## src/common/charge_state_regs.vh

```
`ifndef CHARGE_STATE_REGS_VH
`define CHARGE_STATE_REGS_VH

// ****************************************
// register map (word byte addresses)
// ****************************************
`define CSC_ADDR_CTRL      4'h0
`define CSC_ADDR_STATUS    4'h4
`define CSC_ADDR_ZONE      4'h8
`define CSC_ADDR_COMP      4'hC

// ****************************************
// control register fields
// ****************************************
`define CSC_CTRL_TRACK_BIT 0
`define CSC_CTRL_RESET     32'h0000_0000
`define CSC_CTRL_TRACK_RESET 1'b0

// ****************************************
// charger states
// ****************************************
`define CSC_ST_SLEEP       3'h0
`define CSC_ST_TRICKLE     3'h1
`define CSC_ST_CC          3'h2
`define CSC_ST_CV          3'h3
`define CSC_ST_DONE        3'h4
`define CSC_ST_SUSPEND     3'h5
`define CSC_ST_OVP         3'h6

// ****************************************
// temperature zones
// ****************************************
`define CSC_Z_NORMAL       3'h0
`define CSC_Z_COOL         3'h1
`define CSC_Z_COLD         3'h2
`define CSC_Z_WARM         3'h3
`define CSC_Z_HOT          3'h4

// ****************************************
// current scale and voltage scale codes
// ****************************************
`define CSC_I_FULL         2'h0
`define CSC_I_HALF         2'h1
`define CSC_I_QUARTER      2'h2
`define CSC_I_OFF          2'h3
`define CSC_V_NOMINAL      1'b0
`define CSC_V_REDUCED      1'b1

// ****************************************
// comparator sync depth
// ****************************************
`define CSC_SYNC_STAGES    2

`endif

```

## src/rtl/charge_state_controller.v

```verilog
// Operation
// - in constant voltage, end the cycle when current falls to 15% of full scale
// - when done, charging indicator released, completion indicator pulled low
// - when done, both high-side and low-side drives are off
// - under solar tracking, end only if battery above 95.8% and current below 15%
// - after done, with supply and battery present, restart below 95.8% of target
// - classify battery temperature into hot, warm, normal, cool or cold continuously
// - normal zone uses full current and nominal regulation target
// - cool zone limits current to 25% and keeps nominal target
// - warm zone limits current to 50% and lowers target to 97.91%
// - hot or cold suspends charging, both indicators released
// - charging resumes by itself once neither hot nor cold
// - zones use separate entry and release thresholds, hysteresis both ends
// - charging indicator low while actively charging, released otherwise
// - without battery, cycle between charge and done or over-voltage modes
// - both indicators released under lockout, input not above battery, or hot/cold
// - supply absent or below battery: sleep, blocking gate to battery, switch off
// - outside sleep the reverse blocking switch stays on
// - below 66.6% at start, trickle at 25%, then constant current
// - start only with input above lockout and above battery by release margin
// - above 6.8% overshoot, both switches off until condition clears
//
// Chosen here: the Wishbone slave port and the register offsets.
`include "charge_state_regs.vh"

module charge_state_controller (
	input  wire        clk_i,
	input  wire        rst_i,
	// supply and battery comparators
	input  wire        vin_above_lockout_i,
	input  wire        vin_above_battery_i,
	input  wire        vin_above_release_i,
	input  wire        battery_present_i,
	input  wire        bat_above_trickle_i,
	input  wire        bat_near_target_i,
	input  wire        bat_above_recharge_i,
	input  wire        bat_over_voltage_i,
	input  wire        current_below_term_i,
	// thermistor comparators
	input  wire        below_hot_i,
	input  wire        above_hot_release_i,
	input  wire        below_warm_i,
	input  wire        above_warm_release_i,
	input  wire        above_cool_i,
	input  wire        below_cool_release_i,
	input  wire        above_cold_i,
	input  wire        below_cold_release_i,
	// classic wishbone slave
	input  wire        cyc_i,
	input  wire        stb_i,
	input  wire        we_i,
	input  wire [3:0]  adr_i,
	input  wire [31:0] dat_i,
	input  wire [3:0]  sel_i,
	output reg  [31:0] dat_o,
	output reg         ack_o,
	// power stage
	output reg         high_side_en_o,
	output reg         low_side_en_o,
	output reg  [1:0]  current_scale_o,
	output reg         target_reduced_o,
	output reg         solar_tracking_o,
	output reg         reverse_block_gate_o,
	// open-drain indicators: oe low means pin pulled low
	output reg         charging_indicator_n_o,
	output reg         charging_indicator_n_oe_o,
	output reg         done_indicator_n_o,
	output reg         done_indicator_n_oe_o
);

	localparam NCMP = 17;

	// ****************************************
	// comparator synchronisers
	// ****************************************
	wire [NCMP-1:0] raw_cmp;
	reg  [NCMP-1:0] sync1_ff;
	reg  [NCMP-1:0] sync2_ff;

	assign raw_cmp = {vin_above_lockout_i, vin_above_battery_i, vin_above_release_i,
			battery_present_i, bat_above_trickle_i, bat_near_target_i,
			bat_above_recharge_i, bat_over_voltage_i, current_below_term_i,
			below_hot_i, above_hot_release_i, below_warm_i, above_warm_release_i,
			above_cool_i, below_cool_release_i, above_cold_i, below_cold_release_i};

	// two stages, first stage feeds only the second
	always @(posedge clk_i) begin
		if (rst_i) begin
			sync1_ff <= {NCMP{1'b0}};
			sync2_ff <= {NCMP{1'b0}};
		end else begin
			sync1_ff <= raw_cmp;
			sync2_ff <= sync1_ff;
		end
	end

	wire s_lockout_ok  = sync2_ff[16];
	wire s_vin_gt_bat  = sync2_ff[15];
	wire s_vin_release = sync2_ff[14];
	wire s_bat_present = sync2_ff[13];
	wire s_above_trk   = sync2_ff[12];
	wire s_near_target = sync2_ff[11];
	wire s_above_rchg  = sync2_ff[10];
	wire s_ovp         = sync2_ff[9];
	wire s_i_low       = sync2_ff[8];

	// ****************************************
	// temperature zones
	// ****************************************
	wire [2:0] zone;

	temp_zone_classifier u_zone (
		.clk_i                (clk_i),
		.rst_i                (rst_i),
		.below_hot_i          (sync2_ff[7]),
		.above_hot_release_i  (sync2_ff[6]),
		.below_warm_i         (sync2_ff[5]),
		.above_warm_release_i (sync2_ff[4]),
		.above_cool_i         (sync2_ff[3]),
		.below_cool_release_i (sync2_ff[2]),
		.above_cold_i         (sync2_ff[1]),
		.below_cold_release_i (sync2_ff[0]),
		.zone_ff              (zone)
	);

	wire temp_bad = (zone == `CSC_Z_HOT) || (zone == `CSC_Z_COLD);

	// ****************************************
	// control register
	// ****************************************
	reg         track_ff;
	wire        wb_hit = cyc_i & stb_i & ~ack_o;
	wire        wb_wr  = wb_hit & we_i;

	// software selects solar tracking termination
	always @(posedge clk_i) begin
		if (rst_i)
			track_ff <= `CSC_CTRL_TRACK_RESET;
		else if (wb_wr && adr_i == `CSC_ADDR_CTRL && sel_i[0])
			track_ff <= dat_i[`CSC_CTRL_TRACK_BIT];
	end

	// ****************************************
	// charge state machine
	// ****************************************
	reg [2:0] state_ff;
	reg [2:0] nxt_state;
	reg       cycle_done_ff;

	// supply present enough to stay awake
	wire awake_ok = s_lockout_ok & s_vin_gt_bat;
	// stricter start condition from sleep
	wire start_ok = s_lockout_ok & s_vin_release;
	// termination test, tighter under solar tracking
	wire term_ok  = s_i_low & (~track_ff | s_above_rchg);

	always @* begin
		nxt_state = state_ff;
		case (state_ff)
			`CSC_ST_SLEEP: begin
				if (start_ok)
					nxt_state = temp_bad ? `CSC_ST_SUSPEND :
						(s_above_trk ? `CSC_ST_CC : `CSC_ST_TRICKLE);
			end
			`CSC_ST_TRICKLE: begin
				if (s_above_trk)
					nxt_state = `CSC_ST_CC;
			end
			`CSC_ST_CC: begin
				if (s_near_target)
					nxt_state = `CSC_ST_CV;
			end
			`CSC_ST_CV: begin
				if (term_ok)
					nxt_state = `CSC_ST_DONE;
			end
			`CSC_ST_DONE: begin
				if (s_bat_present && !s_above_rchg)
					nxt_state = s_above_trk ? `CSC_ST_CC : `CSC_ST_TRICKLE;
				else if (!s_bat_present && !s_above_rchg)
					nxt_state = `CSC_ST_CC;
			end
			`CSC_ST_SUSPEND: begin
				if (!temp_bad)
					nxt_state = cycle_done_ff ? `CSC_ST_DONE :
						(s_above_trk ? `CSC_ST_CC : `CSC_ST_TRICKLE);
			end
			`CSC_ST_OVP: begin
				if (!s_ovp)
					nxt_state = s_near_target ? `CSC_ST_CV : `CSC_ST_CC;
			end
			default: begin
				nxt_state = `CSC_ST_SLEEP;
			end
		endcase
		// overriding conditions, supply loss first
		if (state_ff != `CSC_ST_SLEEP) begin
			if (!awake_ok)
				nxt_state = `CSC_ST_SLEEP;
			else if (temp_bad)
				nxt_state = `CSC_ST_SUSPEND;
			else if (s_ovp)
				nxt_state = `CSC_ST_OVP;
		end
	end

	always @(posedge clk_i) begin
		if (rst_i)
			state_ff <= `CSC_ST_SLEEP;
		else
			state_ff <= nxt_state;
	end

	// remembers a finished cycle across a suspension
	always @(posedge clk_i) begin
		if (rst_i)
			cycle_done_ff <= 1'b0;
		else if (nxt_state == `CSC_ST_DONE)
			cycle_done_ff <= 1'b1;
		else if (nxt_state != `CSC_ST_SUSPEND)
			cycle_done_ff <= 1'b0;
	end

	// ****************************************
	// output decode
	// ****************************************
	wire charging = (nxt_state == `CSC_ST_TRICKLE) || (nxt_state == `CSC_ST_CC) ||
			(nxt_state == `CSC_ST_CV);

	// current scale from state and zone
	function [1:0] scale_of;
		input [2:0] st;
		input [2:0] zn;
		begin
			if (st == `CSC_ST_TRICKLE)
				scale_of = `CSC_I_QUARTER;
			else if (zn == `CSC_Z_COOL)
				scale_of = `CSC_I_QUARTER;
			else if (zn == `CSC_Z_WARM)
				scale_of = `CSC_I_HALF;
			else
				scale_of = `CSC_I_FULL;
		end
	endfunction

	// registered power and indicator outputs
	always @(posedge clk_i) begin
		if (rst_i) begin
			high_side_en_o            <= 1'b0;
			low_side_en_o             <= 1'b0;
			current_scale_o           <= `CSC_I_OFF;
			target_reduced_o          <= `CSC_V_NOMINAL;
			solar_tracking_o          <= 1'b0;
			reverse_block_gate_o      <= 1'b1;
			charging_indicator_n_o    <= 1'b0;
			charging_indicator_n_oe_o <= 1'b1;
			done_indicator_n_o        <= 1'b0;
			done_indicator_n_oe_o     <= 1'b1;
		end else begin
			high_side_en_o   <= charging;
			low_side_en_o    <= charging;
			current_scale_o  <= charging ? scale_of(nxt_state, zone) : `CSC_I_OFF;
			target_reduced_o <= (zone == `CSC_Z_WARM);
			solar_tracking_o <= track_ff;
			// gate high blocks the switch in sleep, low keeps it on otherwise
			reverse_block_gate_o <= (nxt_state == `CSC_ST_SLEEP);
			charging_indicator_n_o    <= 1'b0;
			charging_indicator_n_oe_o <= ~charging;
			done_indicator_n_o        <= 1'b0;
			done_indicator_n_oe_o     <= (nxt_state != `CSC_ST_DONE);
		end
	end

	// ****************************************
	// wishbone read and ack
	// ****************************************
	always @(posedge clk_i) begin
		if (rst_i) begin
			ack_o <= 1'b0;
			dat_o <= 32'h0000_0000;
		end else begin
			ack_o <= wb_hit;
			dat_o <= 32'h0000_0000;
			if (wb_hit && !we_i) begin
				case (adr_i)
					`CSC_ADDR_CTRL:   dat_o <= {31'h0000_0000, track_ff};
					`CSC_ADDR_STATUS: dat_o <= {29'h0000_0000, state_ff};
					`CSC_ADDR_ZONE:   dat_o <= {29'h0000_0000, zone};
					`CSC_ADDR_COMP:   dat_o <= {15'h0000, sync2_ff};
					default:          dat_o <= 32'h0000_0000;
				endcase
			end
		end
	end

endmodule

```

## src/rtl/temp_zone_classifier.v

```verilog
`include "charge_state_regs.vh"

module temp_zone_classifier (
	input  wire       clk_i,
	input  wire       rst_i,
	input  wire       below_hot_i,
	input  wire       above_hot_release_i,
	input  wire       below_warm_i,
	input  wire       above_warm_release_i,
	input  wire       above_cool_i,
	input  wire       below_cool_release_i,
	input  wire       above_cold_i,
	input  wire       below_cold_release_i,
	output reg  [2:0] zone_ff
);

	reg [2:0] nxt_zone;

	// ****************************************
	// hysteretic zone walk
	// ****************************************
	// zones step through neighbours; entry and release use separate compares
	always @* begin
		nxt_zone = zone_ff;
		case (zone_ff)
			`CSC_Z_NORMAL: begin
				if (below_warm_i)
					nxt_zone = `CSC_Z_WARM;
				else if (above_cool_i)
					nxt_zone = `CSC_Z_COOL;
			end
			`CSC_Z_WARM: begin
				if (below_hot_i)
					nxt_zone = `CSC_Z_HOT;
				else if (above_warm_release_i)
					nxt_zone = `CSC_Z_NORMAL;
			end
			`CSC_Z_HOT: begin
				if (above_hot_release_i)
					nxt_zone = `CSC_Z_WARM;
			end
			`CSC_Z_COOL: begin
				if (above_cold_i)
					nxt_zone = `CSC_Z_COLD;
				else if (below_cool_release_i)
					nxt_zone = `CSC_Z_NORMAL;
			end
			`CSC_Z_COLD: begin
				if (below_cold_release_i)
					nxt_zone = `CSC_Z_COOL;
			end
			default: begin
				nxt_zone = `CSC_Z_NORMAL;
			end
		endcase
	end

	// zone register, continuously updated
	always @(posedge clk_i) begin
		if (rst_i)
			zone_ff <= `CSC_Z_NORMAL;
		else
			zone_ff <= nxt_zone;
	end

endmodule

```

## config.mk

```make
export PLATFORM = sky130hd
export DESIGN_NAME = charge_state_controller
export DESIGN_NICKNAME = d
export VERILOG_FILES = /design/src/rtl/charge_state_controller.v /design/src/rtl/temp_zone_classifier.v
export VERILOG_INCLUDE_DIRS = /design/src /design/src/common
export SDC_FILE = /design/constraint.sdc
export NUM_CORES = 1
export LEC_CHECK = 0
export ABC_AREA = 1
export BUFFER_PORTS_ARGS = -buffer_cell sky130_fd_sc_hd__buf_2
export CAP_MARGIN = 20
export CORE_MARGIN = 8
export CORE_UTILIZATION = 48
export DETAILED_ROUTE_END_ITERATION = 12
export PLACE_DENSITY = 0.8
export SLEW_MARGIN = 20
export SYNTH_ARGS = -nofsm -noshare
export SYNTH_HDL_FRONTEND = slang
export SYNTH_SLANG_ARGS = --single-unit
```

## constraint.sdc

```tcl
create_clock -name clk_i -period 1.7 [get_ports clk_i]
set_input_delay 0.34 -clock clk_i [delete_from_list [all_inputs] [get_ports clk_i]]
set_output_delay 0.34 -clock clk_i [all_outputs]
set_load 0.03 [all_outputs]
```

==> summary.md, run 1 <==
| Metric | Value |
|---|---|
| Port bufs | `54` |
| Pin count of the biggest net entering global routing | `38` |
| Clock buffer depth | `2` |
| Number of enable flip-flop cells after synthesis | `0` |
| Avg Inst Size Synth | `7.53 sq um` |
| Pleak | `1.62 nW` |
| CTS tree | `yes` |
| Gr usage total | `0.141` |
| Clk_lat worst skew | `340 ps` |
| Combinational Power Share | `0.105` |
| Sequential power share | `0.481` |
| Period minus WS final | `1580 ps` |
| WL per Instance | `11.5 microns` |
| Worst-case clock skew | `a little under 8 ps` |
| Worst hold path type | `input pin to register` |
| Dpl hpwl | `4320 microns` |
| Seq/Total Area, Yosys | `0.515` |
| Critical Path Fanout Max | `4` |
| Clock root buffer | `clkbuf_8` |
| H-tree levels | `3` |
| Num CTS Buffers | `9` |
| Vias in the first global route | `2175` |
| Clock power share | `0.414` |
| Number of antenna diodes | `0` |
| Total Wirelength | `5670 microns` |
| TritonCTS sink count | `68` |
| Net Sw Frac | `0.256` |
| Crit-path most repeated cell | `nand2_1` |
| Max cap viols | `0` |
| P_int | `2.64 mW` |
| Critical path required time | `~1900 ps` |
| Final WS setup | `~120 ps` |
| Unrepaired setup endpoints after global routing | `false` |
| Commonest register cell after synthesis | `dfxtp_1` |
| Initial Utilization | `0.489` |
| First-pass GRT wire length | `9260 microns` |
| Async S/R FF share, synth | `0` |
| Core Footprint | `between 0.005 and 0.006 sq mm` |
| CP Launch Point | `sync2_ff[10]` |
| FMAX | `about 0.63 GHz` |
| Status | `complete, no violations` |
| Chip height | `90.2 microns` |
| CP endpoint kind | `register` |
| Nets | `476` |
| Main area contributors after synthesis | `dfxtp_1, nor2_1, inv_1` |
| Global route total overflow | `0` |
| Worst R2R Start | `sync2_ff[10]` |
| Fin crit share | `0.931` |
| PD cells | `1110 mW/mm^2` |
| # DRC | `0` |
| I/O pin count | `106` |
| Leading area contributor after synthesis | `dfxtp_1` |
| DRT antenna net count | `0` |
| Mapped Area | `0.00264 sq mm` |
| Crit-path slowest cell | `dfxtp_1` |
| Final slew viol count | `0` |
| Initial antenna violation count | `0` |
| Iteration-0 DRC count of the detailed router | `92` |
| Pre-CTS setup slack | `~77 ps` |
| Routability Congestion | `0.872` |
| DRT Pass-1 Iters | `4` |
| Setup TNS | `0 ps` |
| Synthesized instance count | `351` |
| Synth Register Bits | `68` |
| Final setup violation count | `0` |
| Crit-path cells | `inv_1 > nand2_1 > nand2_1 > nand2_1 > nand2_1 > nor2_1 > nand3_1 > nand2_1 > nand2_1 > nand2_1 > nand2_1 > inv_1 > nand3_1` |
| Synth unique cells | `28` |
| Startpoint Class | `register` |
| DR vias | `2188` |
| Post-synth top area share | `0.515` |
| Worst Min Path Start | `rst_i` |
| Routed vias/inst | `4.46` |
| Critical path class | `register to register` |
| Chip width | `90.2 microns` |
| Layout cell share with drive strength beyond 1 | `0.263` |
| Worst vdd ir | `0.680 mV` |
| Synth warn | `0` |
| Final hold violations | `0` |
| Critical path arrival | `1800 ps` |
| Clk slew on worst S/H paths | `around 70 ps` |
| Switching power | `907 uW` |
| Setup slack, reg-to-reg | `roughly 120 ps` |
| Row count | `27` |
| Die footprint | `0.00814 sq mm` |
| Slowest stage delay, CP | `around 330 ps` |
| Area delta synth->final | `20.8%` |
==> power groups by stage <==
stage,Sequential (mW),Clock [mW],Combinational [mW]
2_1_floorplan,1.73,0,0.292
3_3_place_gp,1.73,0,0.354
3_5_place_dp,1.73,0,0.364
4_1_cts,1.69,1.49,0.365
5_1_grt,1.71,1.57,0.418
6_report,1.70,1.47,0.371
==> worst paths after layout <==
check                           to  cells after the start
max          done_indicator_n_oe_o                     13
min                          ack_o                      2
max reg2reg  done_indicator_n_oe_o                     13
min reg2reg           sync2_ff[14]                      2
==> stage by stage <==
stage	power (mW)	util	cells	hold WS, ps	instance area [sq um]
5_1_grt	3.70	0.591	491	185	3190
3_5_place_dp	2.10	0.547	475	393	2950
6_report	3.55	0.591	491	183	3190
3_3_place_gp	2.08	0.547	475	390	2950
2_1_floorplan	2.03	-	367	388	2700
4_1_cts	3.55	0.588	491	171	3180
==> cells by family (layout without fill, tap and decap cells) <==
group                  count (synthesis)  count (layout)  share of synthesized area
AOI/OAI and AO/OA                     19              19                     0.0455
DFF                                   68              68                      0.515
and+or+nand+nor                      173             173                      0.285
other                                  1              17                    0.00142
buffers and inverters                 90             142                      0.153
==> placed cells by master, fill, tap and decap left out, types with 6 or more instances in the layout <==
cell type | netlist | layout
a21oi_1 | 6 | 6
buf_2 | 0 | 54
buf_4 | 18 | 7
clkbuf_8 | 0 | 10
conb_1 | 1 | 17
dfxtp_1 | 68 | 62
dfxtp_2 | 0 | 6
inv_1 | 58 | 57
inv_2 | 7 | 8
nand2_1 | 56 | 56
nand3_1 | 16 | 16
nor2_1 | 71 | 70
nor3_1 | 11 | 11
==> worst max-delay path, delay by kind of cell, from the launching register on <==
kind	cells	cell delay, ps
simple gates	11	950
flops	1	330
buf+inv	2	190
==> state kept, by name (all words and copies together), names as in the netlist, 2 cells and up <==
name	flops
dat_o	17
sync1_ff	17
sync2_ff	17
state_ff	3
u_zone.zone_ff	3
current_scale_o	2
==> layout make-up <==
class | instances | area [sq um]
Sequential cell | 68 | 1370
Clock inverter | 6 | 86.3
Tap cell | 72 | 90.1
Multi-Input combinational cell | 209 | 943
Inverter | 65 | 244
Clock buffer | 10 | 138
Timing Repair Buffer | 61 | 323
Fill cell | 511 | 2210
==> synth_stat cells (3+ instances only) <==
cell type  instances
buf_4             18
a21oi_1            6
inv_2              7
clkbuf_1           6
dfxtp_1           68
o21ai_1            3
nor2_1            71
o21ai_0            4
nand3_1           16
inv_1             58
nand2_1           56
nor2_2             5
nand3_2            4
nand2_2            5
nor3_1            11
==> timing repair <==
| action | 4_1_cts | 5_1_grt |
|---|---|---|
| resized for setup | 0 | 9 |
| hold buffers | 0 | 0 |
| buffers inserted | 0 | 0 |
| endpoints found under the setup margin | 0 | 7 |
==> metal layers <==
metal / GRT usage / part of all wire / vias to the layer above / wire length [microns]
met4: 0.103 / 0.025 / 0 / 140
met3: 0.0416 / 0.063 / 12 / 355
met5: 0 / 0 / - / 0
met1: 0.157 / 0.45 / 965 / 2560
li1: - / - / 1146 / -
met2: 0.226 / 0.46 / 65 / 2610
(Power assumes the default switching activity.)
==> run 2, diff against run 1 <==
--- a/config.mk
+++ b/config.mk
@@ -8,11 +8,12 @@
 export LEC_CHECK = 0
 export ABC_AREA = 1
 export BUFFER_PORTS_ARGS = -buffer_cell sky130_fd_sc_hd__buf_2
-export CAP_MARGIN = 20
 export CORE_MARGIN = 8
-export CORE_UTILIZATION = 48
+export CORE_UTILIZATION = 50
+export CTS_BUF_LIST = sky130_fd_sc_hd__clkbuf_2 sky130_fd_sc_hd__clkbuf_4 sky130_fd_sc_hd__clkbuf_8
+export CTS_CLUSTER_DIAMETER = 60
 export DETAILED_ROUTE_END_ITERATION = 12
-export PLACE_DENSITY = 0.8
+export PLACE_DENSITY = 0.83
 export SLEW_MARGIN = 20
 export SYNTH_ARGS = -nofsm -noshare
 export SYNTH_HDL_FRONTEND = slang
==> summary.md, run 2 (synthesis results as in run 1) <==
| Metric | Value |
|---|---|
| Status | `complete, no violations` |
| Area delta synth->final | `19.4%` |
| Worst Min Path Start | `below_hot_i` |
| Final slew viol count | `0 (unchanged)` |
| Crit-path most repeated cell | `nand2_1` |
| I/O pin count | `106 (unchanged)` |
| Port bufs | `54 (unchanged)` |
| CP bufs+invs | `2 (unchanged)` |
| Pre-CTS setup slack | `84.9 ps (+8.11 ps)` |
| Period minus WS final | `1560 ps (-20.9 ps)` |
| Initial Utilization | `0.517 (+0.0285)` |
| Pin count of the biggest net entering global routing | `44 (+16%)` |
| Crit-path cells | `inv_1 > nand3_2 > nand2_4 > o21ai_2 > nand3_1 > nand2_1 > nand2_1 > nand2_1 > nand2_1 > inv_1 > nand3_1` |
| Core Footprint | `0.00511 sq mm (-5.5%)` |
| R2R depth | `11 (-2)` |
| Setup slack, reg-to-reg | `140 ps (+20 ps)` |
| DR vias | `2108 (-3.7%)` |
| Total Wirelength | `5160 microns (-8.9%)` |
| Worst vdd ir | `0.740 mV (+8.9%)` |
| Clk slew on worst S/H paths | `70 ps (about the same)` |
| Max cap viols | `0 (unchanged)` |
| Most frequent cells in the layout | `nor2_1, dfxtp_1, inv_1` |
| CP endpoint kind | `register` |
| Clk_lat worst skew | `340 ps (about the same)` |
| Fin crit share | `0.919 (-0.0123)` |
| Overall power | `3.35 mW (-5.5%)` |
| Met2 usage | `0.212 (-0.0141)` |
| PD cells | `1060 mW/mm^2 (-4.4%)` |
| Worst-case clock skew | `8.86 ps (+1.15 ps)` |
| # Post-CTS Setup Buffers | `0 (unchanged)` |
| Worst hold path type | `input pin to register` |
| TritonCTS sink count | `68 (unchanged)` |
| CTS tree | `yes` |
| Die footprint | `0.00787 sq mm (-3.3%)` |
| Clock root buffer | `clkbuf_8` |
| Chip width | `88.7 microns (-1.7%)` |
| Vias in the first global route | `1922 (-12%)` |
| DRT Pass-1 Iters | `5 (+1)` |
| Hold Path End | `sync1_ff[7]` |
| Gr usage total | `0.143 (+0.00135)` |
| Critical path arrival | `1770 ps (-30 ps)` |
| Num CTS Buffers | `9 (unchanged)` |
| Crit-path slowest cell | `dfxtp_2` |
| Layout cell share with drive strength beyond 1 | `0.250 (-0.0125)` |
| Routability Congestion | `0.899 (+3.1%)` |
| Final setup violation count | `0 (unchanged)` |
| # DRC | `0 (unchanged)` |
| Dpl hpwl | `3920 microns (-9.2%)` |
| Clock buffer depth | `2 (unchanged)` |
| Routed vias/inst | `4.34 (-2.7%)` |
| Chip height | `88.7 microns (-1.7%)` |
| FMAX | `0.640 GHz (+1.3%)` |
| Commonest non-fill, non-tap cell in the layout | `nor2_1` |
| Nets | `474 (-0.42%)` |
| WL per Instance | `10.6 microns (-8.0%)` |
| Row count | `26 (-3.7%)` |
| Critical path required time | `1910 ps (about the same)` |
| Top flop regs | `dat_o: 17 flops, sync1_ff: 17 flops, sync2_ff: 17 flops` |
| Initial antenna violation count | `0 (unchanged)` |
| RR Endpoint | `done_indicator_n_oe_o` |
| Critical Path Fanout Max | `6 (+2)` |
| Top Family by Delay on Critical Path | `simple AND/OR/NAND/NOR gates` |
| H-tree levels | `3 (unchanged)` |
| Critical path class | `register to register` |
| Global route total overflow | `0 (unchanged)` |
| Final WS setup | `138 ps (+20.9 ps)` |
| Hold depth | `3 (+1)` |
| Worst R2R Start | `u_zone.zone_ff[2]` |
| Unrepaired setup endpoints after global routing | `true` |
| DRT antenna net count | `0 (unchanged)` |
| Final hold violations | `0 (unchanged)` |
| Number of antenna diodes | `0 (unchanged)` |
| GR peak layer | `met2` |
| Iteration-0 DRC count of the detailed router | `107 (+16%)` |
| Slowest stage delay, CP | `390 ps (+60 ps)` |
| First-pass GRT wire length | `8450 microns (-8.7%)` |
| Startpoint Class | `register` |
| Met3 usage | `0.0455 (+0.00393)` |
| GR Util met1 | `0.174 (+0.0174)` |
| Pleak | `1.60 nW (-1.4%)` |
run 2: changes by cell type in the layout (fill, tap and decap cells not counted), sizes merged:
cell,delta
inv,-1
clkbuf,+1
clkinv,-1
clkinvlp,+1
bufinv,-1
buf,-2
run 2: power breakdown:
part           switching (mW)  internal, mW  total (mW)
Combinational           0.250         0.118       0.369
Sequential             0.0503          1.66        1.71
Clock                   0.554         0.722        1.28
Total                   0.855          2.50        3.35
run 2: worst reg2reg max path, cell delays in order (launching register included):
cell     delay (ps)
dfxtp_2         390
inv_1            90
nand3_2         110
nand2_4          80
o21ai_2         190
nand3_1         100
nand2_1          60
nand2_1          40
nand2_1          80
nand2_1          90
inv_1           100
nand3_1          90
run 2: stage by stage:
step / setup TNS (ps) / area (sq um) / hold slack (ps) / cells / util
global route: -3.66 / 3160 / 185 / 486 / 0.618
global placement: 0 / 2950 / 391 / 471 / 0.577
floorplan: 0 / 2700 / 388 / 367 / -
finish: 0 / 3160 / 191 / 486 / 0.618
CTS: 0 / 3140 / 174 / 486 / 0.616
detailed placement: 0 / 2950 / 392 / 471 / 0.577
run 2: layout make-up:
class	count	area [sq um]
Fill cell	473	1950
Clock inverter	4	50.0
Multi-Input combinational cell	209	941
Inverter	65	244
Sequential cell	68	1370
Timing Repair Buffer	59	320
Tap cell	70	87.6
Clock buffer	11	145
run 2: routing by layer:
metal | part of all wire | wire length (microns)
met5 | 0 | 0
met4 | 0.022 | 111
met3 | 0.079 | 406
met2 | 0.44 | 2280
met1 | 0.46 | 2360
run 2: timing repair:
| item | CTS | global route |
|---|---|---|
| gates resized for setup | 0 | 6 |
| endpoints found under the setup margin | 0 | 7 |
| hold buffers | 0 | 0 |
run 2: worst max path at each step:
stage,start,cells past startpoint,end,slack [ps]
global route,u_zone.zone_ff[2],11,done_indicator_n_oe_o,-4
detailed placement,u_zone.zone_ff[0],11,done_indicator_n_oe_o,80
CTS,u_zone.zone_ff[1],11,done_indicator_n_oe_o,50
global placement,u_zone.zone_ff[2],11,done_indicator_n_oe_o,120
floorplan,state_ff[1],10,current_scale_o[1],290
finish,u_zone.zone_ff[2],11,done_indicator_n_oe_o,140
==> run 3, diff against run 2 <==
--- a/config.mk
+++ b/config.mk
@@ -14,6 +14,7 @@
 export CTS_CLUSTER_DIAMETER = 60
 export DETAILED_ROUTE_END_ITERATION = 12
 export PLACE_DENSITY = 0.83
+export REMOVE_ABC_BUFFERS = 1
 export SLEW_MARGIN = 20
 export SYNTH_ARGS = -nofsm -noshare
 export SYNTH_HDL_FRONTEND = slang
==> summary.md, run 3 (synthesis results as in run 1) <==
| Metric | Value |
|---|---|
| PD cells | `1050 mW/mm^2 (-0.67%)` |
| Clock root buffer | `clkbuf_8` |
| Critical path class | `register to register` |
| Final core occ | `0.616 (-0.00196)` |
| Fill cells | `494 (+4.4%)` |
| Critical Path Fanout Max | `6 (unchanged)` |
| CTS tree | `yes` |
| # Post-CTS Setup Buffers | `0 (unchanged)` |
| Num CTS Buffers | `9 (unchanged)` |
| Layout cell share with drive strength beyond 1 | `0.261 (+0.0108)` |
| Clock buffer depth | `2 (unchanged)` |
| Worst-case clock skew | `6.16 ps (-2.70 ps)` |
| Sequential power share | `0.513 (+0.004)` |
| Placed cell area | `0.00294 sq mm (-0.17%)` |
| First-pass GRT wire length | `8780 microns (+3.8%)` |
| Global route total overflow | `0 (unchanged)` |
| Fin crit share | `0.919 (about the same)` |
| Gr usage total | `0.145 (+0.00240)` |
| Chip width | `88.7 microns (unchanged)` |
| Final hold violations | `0 (unchanged)` |
| Final std cells w/o fill | `488 (+0.41%)` |
| Multi-input logic area | `938 sq um (-0.27%)` |
| Final setup violation count | `0 (unchanged)` |
| Startpoint Class | `register` |
| Clk_lat worst skew | `320 ps (-20 ps)` |
| GR Util met1 | `0.168 (-0.00585)` |
| # DRC | `0 (unchanged)` |
| Initial Utilization | `0.517 (unchanged)` |
| Clk slew on worst S/H paths | `70 ps (about the same)` |
| Unrepaired setup endpoints after global routing | `false` |
| Finished Cell Area | `0.00315 sq mm (-0.32%)` |
| Nets | `475 (+0.21%)` |
| Iteration-0 DRC count of the detailed router | `133 (+24%)` |
| CP endpoint kind | `register` |
| Worst hold path type | `input pin to register` |
| Most frequent cells in the layout | `nor2_1, dfxtp_1, inv_1` |
| Commonest non-fill, non-tap cell in the layout | `nor2_1` |
| Top flop regs | `dat_o: 17 flops, sync1_ff: 17 flops, sync2_ff: 17 flops` |
| DP Cell Count | `472 (+0.21%)` |
| Routability Congestion | `0.850 (-5.5%)` |
| Pleak | `1.59 nW (-0.40%)` |
| WL per Instance | `11.0 microns (+3.8%)` |
| Total Wirelength | `5380 microns (+4.2%)` |
| Switching power | `881 uW (+3.1%)` |
| Status | `complete, no violations` |
| GR peak layer | `met2` |
| Met2 usage | `0.235 (+0.0229)` |
| Period minus WS final | `1560 ps (-0.362 ps)` |
| Area delta synth->final | `19.0%` |
| Die footprint | `0.00787 sq mm (unchanged)` |
| DRT Pass-1 Iters | `4 (-1)` |
| TritonCTS sink count | `68 (unchanged)` |
| FMAX | `0.640 GHz (about the same)` |
| Pin count of the biggest net entering global routing | `26 (-41%)` |
| Vias in the first global route | `2093 (+8.9%)` |
| Port bufs | `54 (unchanged)` |
| DR vias | `2126 (+0.85%)` |
| Flip-flop and latch area | `0.00137 sq mm (about the same)` |
| Net Sw Frac | `0.266 (+0.0106)` |
| Dpl hpwl | `4140 microns (+5.4%)` |
| Routed vias/inst | `4.36 (+0.44%)` |
| Final slew viol count | `0 (unchanged)` |
| Chip height | `88.7 microns (unchanged)` |
| Critical path arrival | `1830 ps (+60 ps)` |
| H-tree levels | `3 (unchanged)` |
| Core Footprint | `0.00511 sq mm (unchanged)` |
| Row count | `26 (unchanged)` |
| Initial antenna violation count | `0 (unchanged)` |
| Met3 usage | `0.0334 (-0.0121)` |
| Worst vdd ir | `0.477 mV (-36%)` |
| DRT antenna net count | `0 (unchanged)` |
| Clock power share | `0.376 (-0.005)` |
| P_int | `2.44 mW (-2.4%)` |
| I/O pin count | `106 (unchanged)` |
| Number of antenna diodes | `0 (unchanged)` |
| Max cap viols | `0 (unchanged)` |
| Critical path required time | `1970 ps (+60 ps)` |
| Combinational Power Share | `0.111 (about the same)` |
[run 3: cell count changes in the layout (fill, tap and decap cells not counted), sizes merged]
cell	change
clkinvlp	+1
clkinv	+2
buf	+1
clkbuf	-2
[run 3: power groups by stage]
stage	Clock, mW	Sequential [mW]	Combinational, mW
final	1.25	1.70	0.370
after global routing	1.37	1.71	0.414
after CTS	1.28	1.70	0.366
after detailed placement	0	1.73	0.361
after global placement	0	1.73	0.353
after floorplan	0	1.73	0.247
[run 3: layout make-up]
class,count,share of cell area
inverters,65,0.0776
clock buffers,9,0.0394
clock inverters,7,0.0215
multi-input cells,209,0.298
well taps,70,0.0278
repair buffers,60,0.100
flip-flops and latches,68,0.435
[run 3: worst max-delay path, stage by stage (launching register included)]
cell     delay [ps]
dfxtp_2         390
inv_2            90
nor3_1          310
o21ai_1         140
nand3_2         110
nor2_1           50
nor2_2          170
nor2_1           60
nand2_1          70
nand2_1          70
nand2_2          60
[run 3: path summary, 6_finish.rpt]
check / startpoint / end / slack [ps] / cells past startpoint
max: state_ff[2] / current_scale_o[0] / 140 / 10
min: above_warm_release_i / sync1_ff[4] / 210 / 3
max reg2reg: state_ff[2] / current_scale_o[0] / 140 / 10
min reg2reg: sync1_ff[7] / sync2_ff[7] / 400 / 2
[run 3: stage by stage]
step | setup slack [ps] | total power, mW | setup TNS (ps) | hold WS [ps]
final | 138 | 3.32 | 0 | 210
after detailed placement | 89.8 | 2.10 | 0 | 392
after global placement | 96.3 | 2.08 | 0 | 389
after floorplan | -4.43 | 1.98 | -4.43 | 388
after global routing | 10.1 | 3.49 | 0 | 196
after CTS | 76.6 | 3.35 | 0 | 195
[run 3: timing repair]
item,in CTS,in global routing
hold buffers,0,0
gates resized for setup,0,9
setup endpoints to repair,0,3
[run 3: per-layer routing]
metal | vias to the layer above | share of wire
li1 | 1138 | -
met5 | - | 0
met2 | 60 | 0.47
met1 | 924 | 0.46
met3 | 4 | 0.062
met4 | 0 | 0.012
